### src/verilog/ldms_regs.vh
// Purpose: Constants for the LED driver mode sequencer
// Assumes: clk_sys at 25 MHz is the internal oscillator time base
// Notes:   Offsets are byte addresses on the serial register port
`ifndef LDMS_REGS_VH
`define LDMS_REGS_VH

`define LDMS_CLK_HZ        25000000
`define LDMS_T_START_US    10000
`define LDMS_T_BSTART_US   10000
`define LDMS_START_CYC     (`LDMS_T_START_US * (`LDMS_CLK_HZ / 1000000))
`define LDMS_BSTART_CYC    (`LDMS_T_BSTART_US * (`LDMS_CLK_HZ / 1000000))

`define LDMS_F_LOW_HZ      1000000
`define LDMS_F_MID_HZ      1670000
`define LDMS_F_HIGH_HZ     2000000
`define LDMS_PER_LOW       (`LDMS_CLK_HZ / `LDMS_F_LOW_HZ)
`define LDMS_PER_MID       (`LDMS_CLK_HZ / `LDMS_F_MID_HZ)
`define LDMS_PER_HIGH      (`LDMS_CLK_HZ / `LDMS_F_HIGH_HZ)
`define LDMS_MIN_ON        5'h02
`define LDMS_OFF_GUARD     5'h02

`define LDMS_ADDR_FREQ     8'h10
`define LDMS_ADDR_ENABLES  8'h11
`define LDMS_ADDR_VOUT     8'h14
`define LDMS_ADDR_STATUS   8'h15
`define LDMS_ADDR_RESET    8'h60

`define LDMS_EN_STBY_BIT   7
`define LDMS_EN_BOOST_BIT  6
`define LDMS_EN_ALOAD_BIT  0
`define LDMS_FREQ_LSB      0
`define LDMS_FREQ_MSB      1

`define LDMS_RST_FREQ      8'h07
`define LDMS_RST_ENABLES   8'h01
`define LDMS_RST_VOUT      8'h00

`define LDMS_FSEL_LOW      2'h0
`define LDMS_FSEL_MID      2'h1

`define LDMS_ST_RESET      3'h0
`define LDMS_ST_STANDBY    3'h1
`define LDMS_ST_STARTUP    3'h2
`define LDMS_ST_BSTART     3'h3
`define LDMS_ST_NORMAL     3'h4

`endif

### src/verilog/ldms_mode_sequencer.v
// Purpose: Operating-mode sequencer and boost control of an RGB LED driver
// Assumes: Register port is the decoded serial port, on clk_sys
// Notes:   Analog indications arrive asynchronously and are synchronised
//
// How it works
// - Reset clears every register to default, then the device goes standby.
// - Standby-release bit reads zero after any reset.
// - Reset on reset-register write, power-on reset, or low reset pin.
// - Any data written to the reset register address resets the device.
// - Power-on reset holds reset; on release the device proceeds to standby.
// - Release bit zero keeps standby with every function disabled.
// - Writes land in standby; boost and active-load bits act once startup completes.
// - Setting release bit runs startup: reference, oscillator, fixed settle.
// - Thermal shutdown disables operation and holds startup until cleared.
// - Boost startup after startup if enabled, or on enable write.
// - Boost startup ramps the output in PWM over a timed delay.
// - Every LED output forced off throughout boost startup.
// - Normal mode accepts writes in any order, many bits at once.
// - Eight-bit voltage register maps onto nine discrete steps.
// - Three switching frequencies from the oscillator; highest by default.
// - All timing derives from the single oscillator and scales with it.
// - A minimum-length switching pulse is issued every cycle that is not skipped.
// - Active-load bit switches active load; off allows pulse skipping.
// - Voltage value selects the feedback divider setting.
// - Writing boost enable to zero stops the boost converter.
// - Frequency register has its own address and fixed reset default.
`timescale 1ns/1ps
`include "ldms_regs.vh"

module ldms_mode_sequencer #(
    parameter integer START_CYC  = `LDMS_START_CYC,
    parameter integer BSTART_CYC = `LDMS_BSTART_CYC,
    parameter integer CNT_W      = 18
) (
    input  wire       clk_sys,
    input  wire       rst_b,
    input  wire       regWrEn,
    input  wire [7:0] regWrAddr,
    input  wire [7:0] regWrData,
    input  wire [7:0] regRdAddr,
    output reg  [7:0] regRdData,
    input  wire       porActive,
    input  wire       externalResetPinN,
    input  wire       thermalShutdownFlag,
    input  wire       currentTrip,
    input  wire       outputHigh,
    output reg  [2:0] modeState,
    output reg        refOscOn,
    output reg        ledForceOff,
    output reg        boostRun,
    output reg        boostGate,
    output reg        activeLoadOn,
    output reg  [3:0] fbDividerSel,
    output reg  [1:0] boostFreqSel
);

    // Periods in oscillator cycles, cut on purpose to the phase width
    localparam integer PER_LOW_I  = `LDMS_PER_LOW;
    localparam integer PER_MID_I  = `LDMS_PER_MID;
    localparam integer PER_HIGH_I = `LDMS_PER_HIGH;
    localparam [4:0]   PER_LOW    = PER_LOW_I[4:0];
    localparam [4:0]   PER_MID    = PER_MID_I[4:0];
    localparam [4:0]   PER_HIGH   = PER_HIGH_I[4:0];

    // Nine feedback steps: floor(val * 9 / 256)
    function [3:0] voltStep;
        input [7:0] val;
        reg   [11:0] prod;
        begin
            prod     = {4'h0, val} * 12'h009;
            voltStep = prod[11:8];
        end
    endfunction

    function [4:0] periodOf;
        input [1:0] sel;
        begin
            case (sel)
                `LDMS_FSEL_LOW: periodOf = PER_LOW;
                `LDMS_FSEL_MID: periodOf = PER_MID;
                default:        periodOf = PER_HIGH;
            endcase
        end
    endfunction

    // Boost may run in these two states only
    function inRun;
        input [2:0] st;
        begin
            inRun = (st == `LDMS_ST_BSTART) ||
                    (st == `LDMS_ST_NORMAL);
        end
    endfunction

    // Integer bounds cut to the counter width on purpose
    localparam integer     START_LAST_I  = START_CYC - 1;
    localparam integer     BSTART_LAST_I = BSTART_CYC - 1;
    localparam [CNT_W-1:0] START_LAST    = START_LAST_I[CNT_W-1:0];
    localparam [CNT_W-1:0] BSTART_LAST   = BSTART_LAST_I[CNT_W-1:0];
    localparam [CNT_W-1:0] CNT_ONE       = {{(CNT_W-1){1'b0}}, 1'b1};
    localparam [CNT_W-1:0] CNT_MAX       = {CNT_W{1'b1}};

    // Synchroniser bit positions; pin idles high, others low
    localparam integer SY_POR  = 0;
    localparam integer SY_RST  = 1;
    localparam integer SY_TSD  = 2;
    localparam integer SY_TRIP = 3;
    localparam [3:0]   SY_IDLE = 4'h2;

    // Two-stage synchronisers; stage one is read only by stage two
    reg  [3:0] syncA_r;
    reg  [3:0] syncB_r;
    wire       porS    = syncB_r[SY_POR];
    wire       extRstS = ~syncB_r[SY_RST];
    wire       tsdS    = syncB_r[SY_TSD];
    wire       tripS   = syncB_r[SY_TRIP];
    reg        vhighA_r;
    reg        vhighB_r;

    always @(posedge clk_sys or negedge rst_b) begin
        if (!rst_b) begin
            syncA_r  <= SY_IDLE;
            syncB_r  <= SY_IDLE;
            vhighA_r <= 1'b0;
            vhighB_r <= 1'b0;
        end else begin
            syncA_r  <= {currentTrip, thermalShutdownFlag,
                         externalResetPinN, porActive};
            syncB_r  <= syncA_r;
            vhighA_r <= outputHigh;
            vhighB_r <= vhighA_r;
        end
    end

    reg  [7:0]       freqReg_r;
    reg  [7:0]       enReg_r;
    reg  [7:0]       voutReg_r;
    reg              softRst_r;
    reg  [2:0]       state_r;
    reg  [2:0]       state_nxt;
    reg  [CNT_W-1:0] cnt_r;
    reg  [4:0]       phase_r;
    reg              pulseOn_r;

    wire wrEnables = regWrEn && (regWrAddr == `LDMS_ADDR_ENABLES);
    wire stbyRel   = enReg_r[`LDMS_EN_STBY_BIT];
    wire boostEn   = enReg_r[`LDMS_EN_BOOST_BIT];
    wire aloadEn   = enReg_r[`LDMS_EN_ALOAD_BIT];
    wire boostRise = wrEnables && regWrData[`LDMS_EN_BOOST_BIT]
                     && !boostEn;
    // Any source alone forces reset; release waits for the last one
    wire anyReset  = porS || extRstS || softRst_r;
    wire [1:0] fSel = freqReg_r[`LDMS_FREQ_MSB:`LDMS_FREQ_LSB];
    wire [4:0] period = periodOf(fSel);
    wire [7:0] statusWord = {4'h0, tsdS, state_r};

    // Registers; a source still active keeps every value at default
    // Writes in reset are dropped; the host must wait for standby
    // Pending soft reset lasts one cycle; the reset branch clears it
    always @(posedge clk_sys or negedge rst_b) begin
        if (!rst_b) begin
            freqReg_r <= `LDMS_RST_FREQ;
            enReg_r   <= `LDMS_RST_ENABLES;
            voutReg_r <= `LDMS_RST_VOUT;
            softRst_r <= 1'b0;
        end else if (anyReset || state_r == `LDMS_ST_RESET) begin
            freqReg_r <= `LDMS_RST_FREQ;
            enReg_r   <= `LDMS_RST_ENABLES;
            voutReg_r <= `LDMS_RST_VOUT;
            softRst_r <= 1'b0;
        end else if (regWrEn) begin
            case (regWrAddr)
                `LDMS_ADDR_FREQ:    freqReg_r <= regWrData;
                `LDMS_ADDR_ENABLES: enReg_r   <= regWrData;
                `LDMS_ADDR_VOUT:    voutReg_r <= regWrData;
                `LDMS_ADDR_RESET:   softRst_r <= 1'b1;
                default:            softRst_r <= 1'b0;
            endcase
        end
    end

    always @* begin
        state_nxt = state_r;
        case (state_r)
            `LDMS_ST_RESET:
                if (!anyReset)
                    state_nxt = `LDMS_ST_STANDBY;
            `LDMS_ST_STANDBY:
                if (stbyRel)
                    state_nxt = `LDMS_ST_STARTUP;
            `LDMS_ST_STARTUP:
                if (!stbyRel)
                    state_nxt = `LDMS_ST_STANDBY;
                else if (!tsdS && cnt_r == START_LAST)
                    state_nxt = boostEn ? `LDMS_ST_BSTART
                                        : `LDMS_ST_NORMAL;
            `LDMS_ST_BSTART:
                if (!stbyRel)
                    state_nxt = `LDMS_ST_STANDBY;
                else if (tsdS)
                    state_nxt = `LDMS_ST_STARTUP;
                else if (!boostEn || cnt_r == BSTART_LAST)
                    state_nxt = `LDMS_ST_NORMAL;
            `LDMS_ST_NORMAL:
                if (!stbyRel)
                    state_nxt = `LDMS_ST_STANDBY;
                else if (tsdS)
                    state_nxt = `LDMS_ST_STARTUP;
                else if (boostRise)
                    state_nxt = `LDMS_ST_BSTART;
            default:
                state_nxt = `LDMS_ST_RESET;
        endcase
        if (anyReset)
            state_nxt = `LDMS_ST_RESET;
    end

    // Delay counter restarts on every state change, and while overheated
    always @(posedge clk_sys or negedge rst_b) begin
        if (!rst_b) begin
            state_r <= `LDMS_ST_RESET;
            cnt_r   <= {CNT_W{1'b0}};
        end else begin
            state_r <= state_nxt;
            if (state_nxt != state_r || tsdS)
                cnt_r <= {CNT_W{1'b0}};
            else if (cnt_r != CNT_MAX)
                cnt_r <= cnt_r + CNT_ONE;
        end
    end

    // Boost switching, all timing from the one oscillator clock
    wire inBst     = (state_r == `LDMS_ST_BSTART);
    wire boostOk   = boostEn && !tsdS && inRun(state_r);
    wire [4:0] maxOn = period - `LDMS_OFF_GUARD;
    // Soft start: on-time limit climbs in sixteen steps over the delay
    // Short delay counts keep the ramp at its minimum on-time
    wire [4:0] ssOn  = `LDMS_MIN_ON + {1'b0, cnt_r[CNT_W-1:CNT_W-4]};
    wire [4:0] onLim = (inBst && ssOn < maxOn) ? ssOn : maxOn;
    wire periodEnd = (phase_r >= period - 5'h01);
    // Skipping allowed only when active load is disabled
    wire skip      = !aloadEn && vhighB_r;
    // Gate ends at the on-limit, or on trip once the minimum is served
    wire gateOff   = (phase_r + 5'h01 >= onLim) ||
                     (tripS && phase_r + 5'h01 >= `LDMS_MIN_ON);

    always @(posedge clk_sys or negedge rst_b) begin
        if (!rst_b) begin
            phase_r   <= 5'h00;
            pulseOn_r <= 1'b0;
        end else if (!boostOk) begin
            phase_r   <= 5'h00;
            pulseOn_r <= 1'b0;
        end else if (periodEnd) begin
            phase_r   <= 5'h00;
            pulseOn_r <= !skip;
        end else begin
            phase_r   <= phase_r + 5'h01;
            if (gateOff)
                pulseOn_r <= 1'b0;
        end
    end

    // Registered outputs
    always @(posedge clk_sys or negedge rst_b) begin
        if (!rst_b) begin
            modeState    <= `LDMS_ST_RESET;
            refOscOn     <= 1'b0;
            ledForceOff  <= 1'b1;
            boostRun     <= 1'b0;
            boostGate    <= 1'b0;
            activeLoadOn <= 1'b0;
            fbDividerSel <= 4'h0;
            boostFreqSel <= 2'h3;
            regRdData    <= 8'h00;
        end else begin
            modeState    <= state_r;
            refOscOn     <= state_r == `LDMS_ST_STARTUP ||
                            inRun(state_r);
            ledForceOff  <= state_r != `LDMS_ST_NORMAL ||
                            tsdS;
            boostRun     <= boostOk;
            boostGate    <= pulseOn_r && boostOk;
            activeLoadOn <= boostOk && aloadEn;
            fbDividerSel <= voltStep(voutReg_r);
            boostFreqSel <= fSel;
            // Readback one edge after the address; unmapped reads zero
            case (regRdAddr)
                `LDMS_ADDR_FREQ:    regRdData <= freqReg_r;
                `LDMS_ADDR_ENABLES: regRdData <= enReg_r;
                `LDMS_ADDR_VOUT:    regRdData <= voutReg_r;
                `LDMS_ADDR_STATUS:  regRdData <= statusWord;
                default:            regRdData <= 8'h00;
            endcase
        end
    end

endmodule

### config.mk
export PLATFORM = sky130hd
export DESIGN_NAME = ldms_mode_sequencer
export DESIGN_NICKNAME = d
export VERILOG_FILES = /design/src/verilog/ldms_mode_sequencer.v
export VERILOG_INCLUDE_DIRS = /design/src /design/src/verilog
export SDC_FILE = /design/constraint.sdc
export NUM_CORES = 1
export LEC_CHECK = 0
export BUFFER_PORTS_ARGS = -buffer_cell sky130_fd_sc_hd__buf_2
export CAP_MARGIN = 20
export CORE_MARGIN = 2
export CORE_UTILIZATION = 39
export CTS_CLUSTER_DIAMETER = 50
export CTS_CLUSTER_SIZE = 12
export DETAILED_ROUTE_END_ITERATION = 12
export HOLD_SLACK_MARGIN = 0.02
export SLEW_MARGIN = 20
export SYNTH_ARGS = -nofsm -noshare
export SYNTH_HDL_FRONTEND = slang
export SYNTH_SLANG_ARGS = --single-unit
### constraint.sdc
create_clock -name clk_sys -period 3.3 [get_ports clk_sys]
set_input_delay 0.66 -clock clk_sys [delete_from_list [all_inputs] [get_ports clk_sys]]
set_output_delay 0.66 -clock clk_sys [all_outputs]
set_load 0.02 [all_outputs]
==> results of run 1 <==
-- layer usage --
layer / share of wire [%] / routed length [um] / vias up
li1: - / - / 1637
met1: 45 / 4410 / 1625
met2: 50 / 4910 / 62
met3: 3.8 / 373 / 12
met4: 1.5 / 143 / 0
met5: 0 / 0 / -
-- cell usage in the layout (no fill, tap or decap), types with 4 or more instances in the layout --
master / count
a21o_1: 5
nor2_1: 46
nor4_1: 20
a21oi_1: 20
nand2b_1: 8
xor2_1: 8
dfrtp_1: 75
nand2_1: 13
ha_1: 26
mux4_2: 4
buf_2: 52
mux2i_1: 34
o21ai_0: 6
dfstp_2: 9
buf_4: 16
and2_1: 4
clkbuf_16: 9
xnor2_1: 11
and3_1: 10
nand3_1: 13
nand4_1: 8
inv_1: 16
nor3_1: 9
o21a_1: 5
-- flip-flops by register name, summed over array words and instances (netlist names), 2 cells and up --
| register | flops |
|---|---|
| voutReg_r | 8 |
| syncB_r | 4 |
| cnt_r | 18 |
| modeState | 3 |
| syncA_r | 4 |
| regRdData | 8 |
| enReg_r | 8 |
| phase_r | 5 |
| fbDividerSel | 4 |
| boostFreqSel | 2 |
| state_r | 3 |
| freqReg_r | 8 |
-- layout make-up --
type,instances,share of cell area [%]
timing repair buffer,69,7.48
tap,140,3.34
sequential,84,40.3
multi-input combinational,300,42.3
inverter,16,1.15
clock inverter,5,0.717
clock buffer,11,4.63
-- critical path: cells and delay by family, from the launching register on --
kind                     cells  cell delay [ns]
AO/OA/AOI/OAI                9             1.45
flip-flops                   1             0.55
adder cells (fa/ha/maj)      2             0.51
AND/OR/NAND/NOR              2             0.30
multiplexers                 1             0.28
-- power groups by stage --
stage                     Sequential (mW)  Combinational (mW)  Clock (mW)
after floorplan                      1.07              0.0381           0
after global placement               1.07              0.0935           0
after detailed placement             1.07              0.0947           0
after CTS                            1.05              0.0946       0.969
after global routing                 1.05               0.106        1.03
final                                1.05              0.0925       0.947
-- timing repair --
item | 4_1_cts | 5_1_grt
setup buffers | 0 | 3
pin swaps | 0 | 3
resized for setup | 1 | 4
setup endpoints to repair | 1 | 1
hold endpoints to repair | 0 | 0
-- how the worst max path moves through the flow --
| stage | from | endpoint | depth (start not counted) |
|---|---|---|---|
| 2_1_floorplan | cnt_r[15] | pulseOn_r | 13 |
| 3_3_place_gp | freqReg_r[0] | pulseOn_r | 14 |
| 3_5_place_dp | freqReg_r[0] | pulseOn_r | 14 |
| 4_1_cts | freqReg_r[0] | pulseOn_r | 14 |
| 5_1_grt | freqReg_r[1] | pulseOn_r | 14 |
| 6_report | freqReg_r[0] | pulseOn_r | 14 |
-- logic make-up (layout without fill, tap and decap cells) --
family,Yosys count,after routing,share of synthesized area [%]
multiplexers,39,39,9.94
XOR/XNOR,20,20,4.11
other,1,1,0.0844
AO/OA/AOI/OAI,55,55,8.44
adder cells (fa/ha/maj),26,26,7.32
flip-flops,84,84,47.5
buffers and inverters,32,101,2.93
AND/OR/NAND/NOR,159,159,19.6
==> reports/summary.log, run 1 <==
qor: power_and_ir_drop.p_sw_share 23.1%
qor: route.first_pass_iters 5
qor: worst_setup_path.timing.critical_path.cells nor2b_2 -> ha_1 -> o21a_1 -> o21a_1 -> o21ai_2 -> a21oi_2 -> mux2_2 -> ha_1 -> nand2b_1 -> a21o_1 -> a21o_1 -> a21o_1 -> a221o_1 -> a21oi_2
qor: worst_setup_path.critical_path.startpoint_type register
qor: global_route.gr-usage-all-layers 16.9%
qor: clock_network.cts.reportedPaths.clkPinSlew 0.06 ns
qor: sta.finalHoldViolations 0
qor: sta.finalHoldWorstSlack 0.348 ns
qor: synthesis.synth-edff-count 0
qor: synthesis.synthTopCellsByArea dfrtp_1 (42%), mux2i_1 (7.7%), ha_1 (7.3%)
qor: worst_setup_path.rr_worst_depth 14
qor: power_and_ir_drop.clockPowerShare 45.3%
qor: global_route.wire_length_of_the_first_global_routing_pass 16.7 mm
qor: synthesis.yosysTopAreaCell dfrtp_1
qor: placed_design.hpwlAfterDp 7.00 mm
qor: synthesis.yosys.cell_count.top_type dfrtp_1
qor: floorplan.fp.dieH 111 um
qor: power_and_ir_drop.p_int 1.61 mW
qor: floorplan.die_area 0.0123 sq mm
qor: floorplan.core 0.0110 sq mm
qor: worst_setup_path.worstPathRequired 3.57 ns
qor: synthesis.synthDominantCellAreaShare 42.2%
qor: placed_design.dpl_cell_area 0.00492 sq mm
qor: finish.final_layout_size_suffix_gt1_share 23.3%
qor: floorplan.floorplan.rows 38
qor: clock_network.cts_num_sinks 84
qor: global_route.grt_start_max_net_pins 85
qor: worst_setup_path.worst-r2r-setup-slack 0.15 ns
qor: floorplan.start_util 40.5%
qor: synthesis.synthesis.nets 474
qor: global_route.global_route.usage.met3 3.39%
qor: sta.finalSetupTns 0 ns
qor: route.ant_nets 0
qor: synthesis.mappedNetlistArea 0.00445 sq mm
qor: sta.final.min_clock_period 3.15 ns
qor: power_and_ir_drop.power.total 2.09 mW
qor: sta.fmax 318 MHz
qor: worst_setup_path.rr_endpoint pulseOn_r
qor: sta.worst_tran_pin_value 0.762 ns
qor: global_route.grt_antenna_before_repair 0
qor: synthesis.synthFlopType dfrtp_1
qor: sta.layout_worst_path_cycle_share 95.4%
qor: finish.syn_to_final_growth 17.8%
qor: sta.timing.final.setup_violations 0
qor: clock_network.tritoncts yes
qor: placed_design.portBuffers 53
qor: finish.combined_area_of_the_multi_input_logic_cells 0.00222 sq mm
qor: power_and_ir_drop.powerDensity 399 mW/mm^2
qor: worst_setup_path.critical-path-top-cell-by-count a21o_1
qor: floorplan.io-pin-count 54
qor: finish.diode_count 0
qor: finish.postLayoutCoreUtil 47.7%
qor: synthesis.synthDistinctLibCells 57
qor: finish.final_cell_area 0.00524 sq mm
qor: route.dr_total_vias 3,336
qor: clock_network.cts_buffer_depth 2
qor: synthesis.post_synth_most_frequent_cells dfrtp_1 (75), nor2_1 (47), mux2i_1 (34), ha_1 (26), a21oi_1 (22)
qor: global_route.gr-total-overflow 0
qor: power_and_ir_drop.peakVddDrop 0.000235 V
qor: route.route.final.wire_length 9.84 mm
qor: placed_design.placed_cells 606
qor: power_and_ir_drop.switch_pwr 0.482 mW
qor: synthesis.yosys_register_bits 84
qor: floorplan.die_width 111 um
qor: finish.finalNonFillerCells 625
qor: worst_setup_path.cpPeakStageDelay 0.55 ns
qor: route.via_cell_ratio 5.34
qor: sta.rsz0062_at_grt false
qor: placed_design.place_congestion 0.834
qor: power_and_ir_drop.comb_power_share 4.4%
qor: synthesis.synthArstFlopShare 100%
qor: sta.slew-limit-headroom 49.2%
qor: clock_network.tritoncts.num_buffers 9
qor: global_route.met2_usage 27.2%
qor: synthesis.synthesis.instances 416
qor: global_route.grt_pass1_vias 3,405
qor: finish.fillerInstances 1,016
qor: min_path.hold_start syncA_r[0]
qor: global_route.grt.busiest_layer met2
qor: clock_network.ctsHoldBuffers 0
qor: worst_setup_path.reg2reg_from freqReg_r[0]
qor: worst_setup_path.worst-endpoint-arrival 3.42 ns
qor: worst_setup_path.timing.setup.critical_path_class register to register
qor: placed_design.placement.setup.worst_slack 0.0169 ns
qor: power_and_ir_drop.leakage 2.66 nW
qor: power_and_ir_drop.power.share.sequential 50.3%
qor: route.wire_per_inst 15.7 um
qor: worst_setup_path.timing.critical_path.fanout_max 3
qor: clock_network.cts_root_buffer clkbuf_16
qor: route.remaining_drc_errors 0
qor: global_route.use_met1 22.2%
qor: clock_network.htree_num_levels 3
qor: status.status complete, no violations
qor: finish.sequential_cell_area 0.00211 sq mm
qor: flow_run.drv_cap 0
qor: synthesis.avgSynthCellArea 10.7 sq um
qor: synthesis.synth_warnings 0
qor: worst_setup_path.kind_of_end_point_of_the_critical_path register
qor: worst_setup_path.crit_slowest_cell dfstp_2
qor: clock_network.worstSkewPairLatency 0.34 ns
qor: min_path.hold-path-endpoint syncB_r[0]
qor: synthesis.synth-seq-area-share 47.5%
qor: min_path.whs_path_depth 0
qor: route.drt-initial-drc-count 165
qor: min_path.hold_path.class register to register
qor: sta.final.setup_skew 0.00875 ns
qor: sta.finalWorstSetupSlack 0.153 ns
qor: sta.maxSlewViolCount 0
qor: finish.finalNetCount 538
(Power assumes the default switching activity.)
==> run 2: changes to the inputs <==
--- a/config.mk
+++ b/config.mk
@@ -13,7 +13,9 @@
 export CTS_CLUSTER_DIAMETER = 50
 export CTS_CLUSTER_SIZE = 12
 export DETAILED_ROUTE_END_ITERATION = 12
+export GPL_ROUTABILITY_DRIVEN = 0
 export HOLD_SLACK_MARGIN = 0.02
+export PLACE_DENSITY_LB_ADDON = 0.05
 export SLEW_MARGIN = 20
 export SYNTH_ARGS = -nofsm -noshare
 export SYNTH_HDL_FRONTEND = slang
==> run 2 against run 1 <==
Combinational power grew 4.3%. Sequential power is essentially flat. Clock power grew 9%. Sequential share of layout area shrank 0.33 points. Maximum frequency shrank 1.1%. Global-route usage grew 0.52 points. Power grew 4.0%. Utilization grew 0.39 points. Die area is the same. Worst hold slack is essentially flat. Design area grew 0.81%.
==> reports/summary.log, run 2 (synthesis gave the netlist of run 1 again) <==
qor: global_route.grt_pass1_vias 3,360
qor: finish.syn_to_final_growth 18.8%
qor: finish.postLayoutCoreUtil 48.1%
qor: finish.sequential_cell_area 0.00211 sq mm
qor: worst_setup_path.timing.setup.critical_path_class register to register
qor: floorplan.start_util 40.5%
qor: placed_design.hpwlAfterDp 7.25 mm
qor: sta.fmax 314 MHz
qor: finish.diode_count 0
qor: route.first_pass_iters 4
qor: worst_setup_path.worst-endpoint-arrival 3.45 ns
qor: floorplan.fp.dieH 111 um
qor: sta.maxSlewViolCount 0
qor: power_and_ir_drop.comb_power_share 4.4%
qor: sta.slew-limit-headroom 46.8%
qor: worst_setup_path.critical_path.startpoint_type register
qor: global_route.wire_length_of_the_first_global_routing_pass 17.1 mm
qor: sta.finalHoldViolations 0
qor: worst_setup_path.timing.critical_path.fanout_max 6
qor: clock_network.cts_num_sinks 84
qor: worst_setup_path.cp_top_family compound AO/OA/AOI/OAI gates
qor: route.route.final.wire_length 10.2 mm
qor: flow_run.drv_cap 0
qor: clock_network.cts_root_buffer clkbuf_16
qor: finish.largest-register cnt_r
qor: clock_network.cts_buffer_depth 2
qor: global_route.grt_start_max_net_pins 55
qor: finish.combined_area_of_the_multi_input_logic_cells 0.00225 sq mm
qor: finish.final_common_cell dfrtp_1
qor: placed_design.dpl_cell_area 0.00493 sq mm
qor: finish.final_layout_size_suffix_gt1_share 23.6%
qor: clock_network.tritoncts.num_buffers 9
qor: worst_setup_path.critPathBufInv 0
qor: sta.finalSetupTns 0 ns
qor: global_route.grt_antenna_before_repair 0
qor: clock_network.htree_num_levels 3
qor: min_path.hold_path.class register to register
qor: floorplan.floorplan.rows 38
qor: worst_setup_path.crit_slowest_cell dfstp_2
qor: sta.final.min_clock_period 3.18 ns
qor: global_route.gr-usage-all-layers 17.4%
qor: status.status complete, no violations
qor: sta.timing.final.setup_violations 0
qor: placed_design.portBuffers 53
qor: floorplan.die_width 111 um
qor: floorplan.core 0.0110 sq mm
qor: route.ant_nets 0
qor: route.remaining_drc_errors 0
qor: worst_setup_path.worstPathRequired 3.57 ns
qor: worst_setup_path.timing.critical_path.cells nor2b_4 -> ha_1 -> o21a_1 -> o21a_1 -> o21ai_2 -> a21oi_2 -> mux2_4 -> ha_1 -> nand2b_1 -> a21o_1 -> a21o_1 -> a21o_1 -> a221o_1 -> a21oi_1
qor: finish.final_cell_area 0.00528 sq mm
qor: floorplan.die_area 0.0123 sq mm
qor: power_and_ir_drop.power.share.sequential 48.3%
qor: route.drt-initial-drc-count 122
qor: worst_setup_path.critical-path-top-cell-by-count a21o_1
qor: global_route.gr-total-overflow 0
qor: floorplan.io-pin-count 54
qor: finish.max_reg_flops 18
qor: clock_network.tritoncts yes
qor: worst_setup_path.cpPeakStageDelay 0.61 ns
qor: clock_network.cts.reportedPaths.clkPinSlew 0.06 ns
qor: sta.final.setup_skew 0.00301 ns
qor: placed_design.placed_cells 606
qor: power_and_ir_drop.peakVddDrop 0.000205 V
qor: power_and_ir_drop.switch_pwr 0.471 mW
qor: route.dr_total_vias 3,327
qor: route.wire_per_inst 16.4 um
qor: power_and_ir_drop.leakage 2.68 nW
qor: clock_network.worstSkewPairLatency 0.34 ns
qor: finish.finalNetCount 537
qor: power_and_ir_drop.p_sw_share 21.7%
qor: sta.layout_worst_path_cycle_share 96.5%
qor: sta.worst_tran_pin_value 0.798 ns
qor: worst_setup_path.kind_of_end_point_of_the_critical_path register
qor: power_and_ir_drop.clockPowerShare 47.2%
qor: finish.finalNonFillerCells 624
qor: route.via_cell_ratio 5.33
qor: finish.fillerInstances 1,062
qor: finish.most-common-layout-cells dfrtp_1 (75), buf_2 (52), nor2_1 (46), mux2i_1 (34), ha_1 (25)
qor: power_and_ir_drop.p_int 1.70 mW
qor: power_and_ir_drop.powerDensity 411 mW/mm^2
-- run 2: metal layers --
layer	global-route usage (%)	share of wire, %	vias to the layer above
met5	0	0	-
met4	8.58	2.5	0
met3	2.84	2.9	15
met2	27.6	47	58
met1	23.1	48	1627
li1	-	-	1627
-- run 2: worst paths after layout --
path / slack, ns / from / endpoint / cells past startpoint
setup / recovery: 0.12 / freqReg_r[1] / pulseOn_r / 14
hold / removal: 0.35 / syncA_r[2] / syncB_r[2] / 0
setup reg to reg: 0.12 / freqReg_r[1] / pulseOn_r / 14
hold reg to reg: 0.35 / syncA_r[2] / syncB_r[2] / 0
max in group asynchronous: 2.19 / rst_b / ledForceOff / 2
min in group asynchronous: 0.36 / rst_b / boostRun / 1
-- run 2: final cells by class --
| class | count | share of cell area (%) |
|---|---|---|
| inverters | 16 | 1.14 |
| clock inverters | 4 | 0.900 |
| well taps | 140 | 3.32 |
| flip-flops and latches | 84 | 40.0 |
| multi-input cells | 300 | 42.6 |
| clock buffers | 12 | 4.86 |
| repair buffers | 68 | 7.20 |
-- run 2: repair_timing --
action | 4_1_cts | 5_1_grt
resized for setup | 0 | 8
setup buffers | 0 | 2
setup endpoints to repair | 0 | 1
hold buffers | 0 | 0
-- run 2: power by group through the flow --
stage | logic [mW] | registers [mW] | clock network (mW)
floorplan | 0.0381 | 1.07 | 0
global placement | 0.0981 | 1.07 | 0
detailed placement | 0.0991 | 1.07 | 0
CTS | 0.0990 | 1.05 | 1.06
global route | 0.109 | 1.05 | 1.11
finish | 0.0965 | 1.05 | 1.03
-- run 2: stage by stage --
stage / setup WS, ns / hold WS (ns) / power, mW
floorplan: 0.0843 / 0.331 / 1.11
global placement: 0.0919 / 0.332 / 1.17
detailed placement: 0.0557 / 0.335 / 1.17
CTS: 0.0278 / 0.349 / 2.21
global route: -0.0299 / 0.355 / 2.27
finish: 0.117 / 0.348 / 2.17
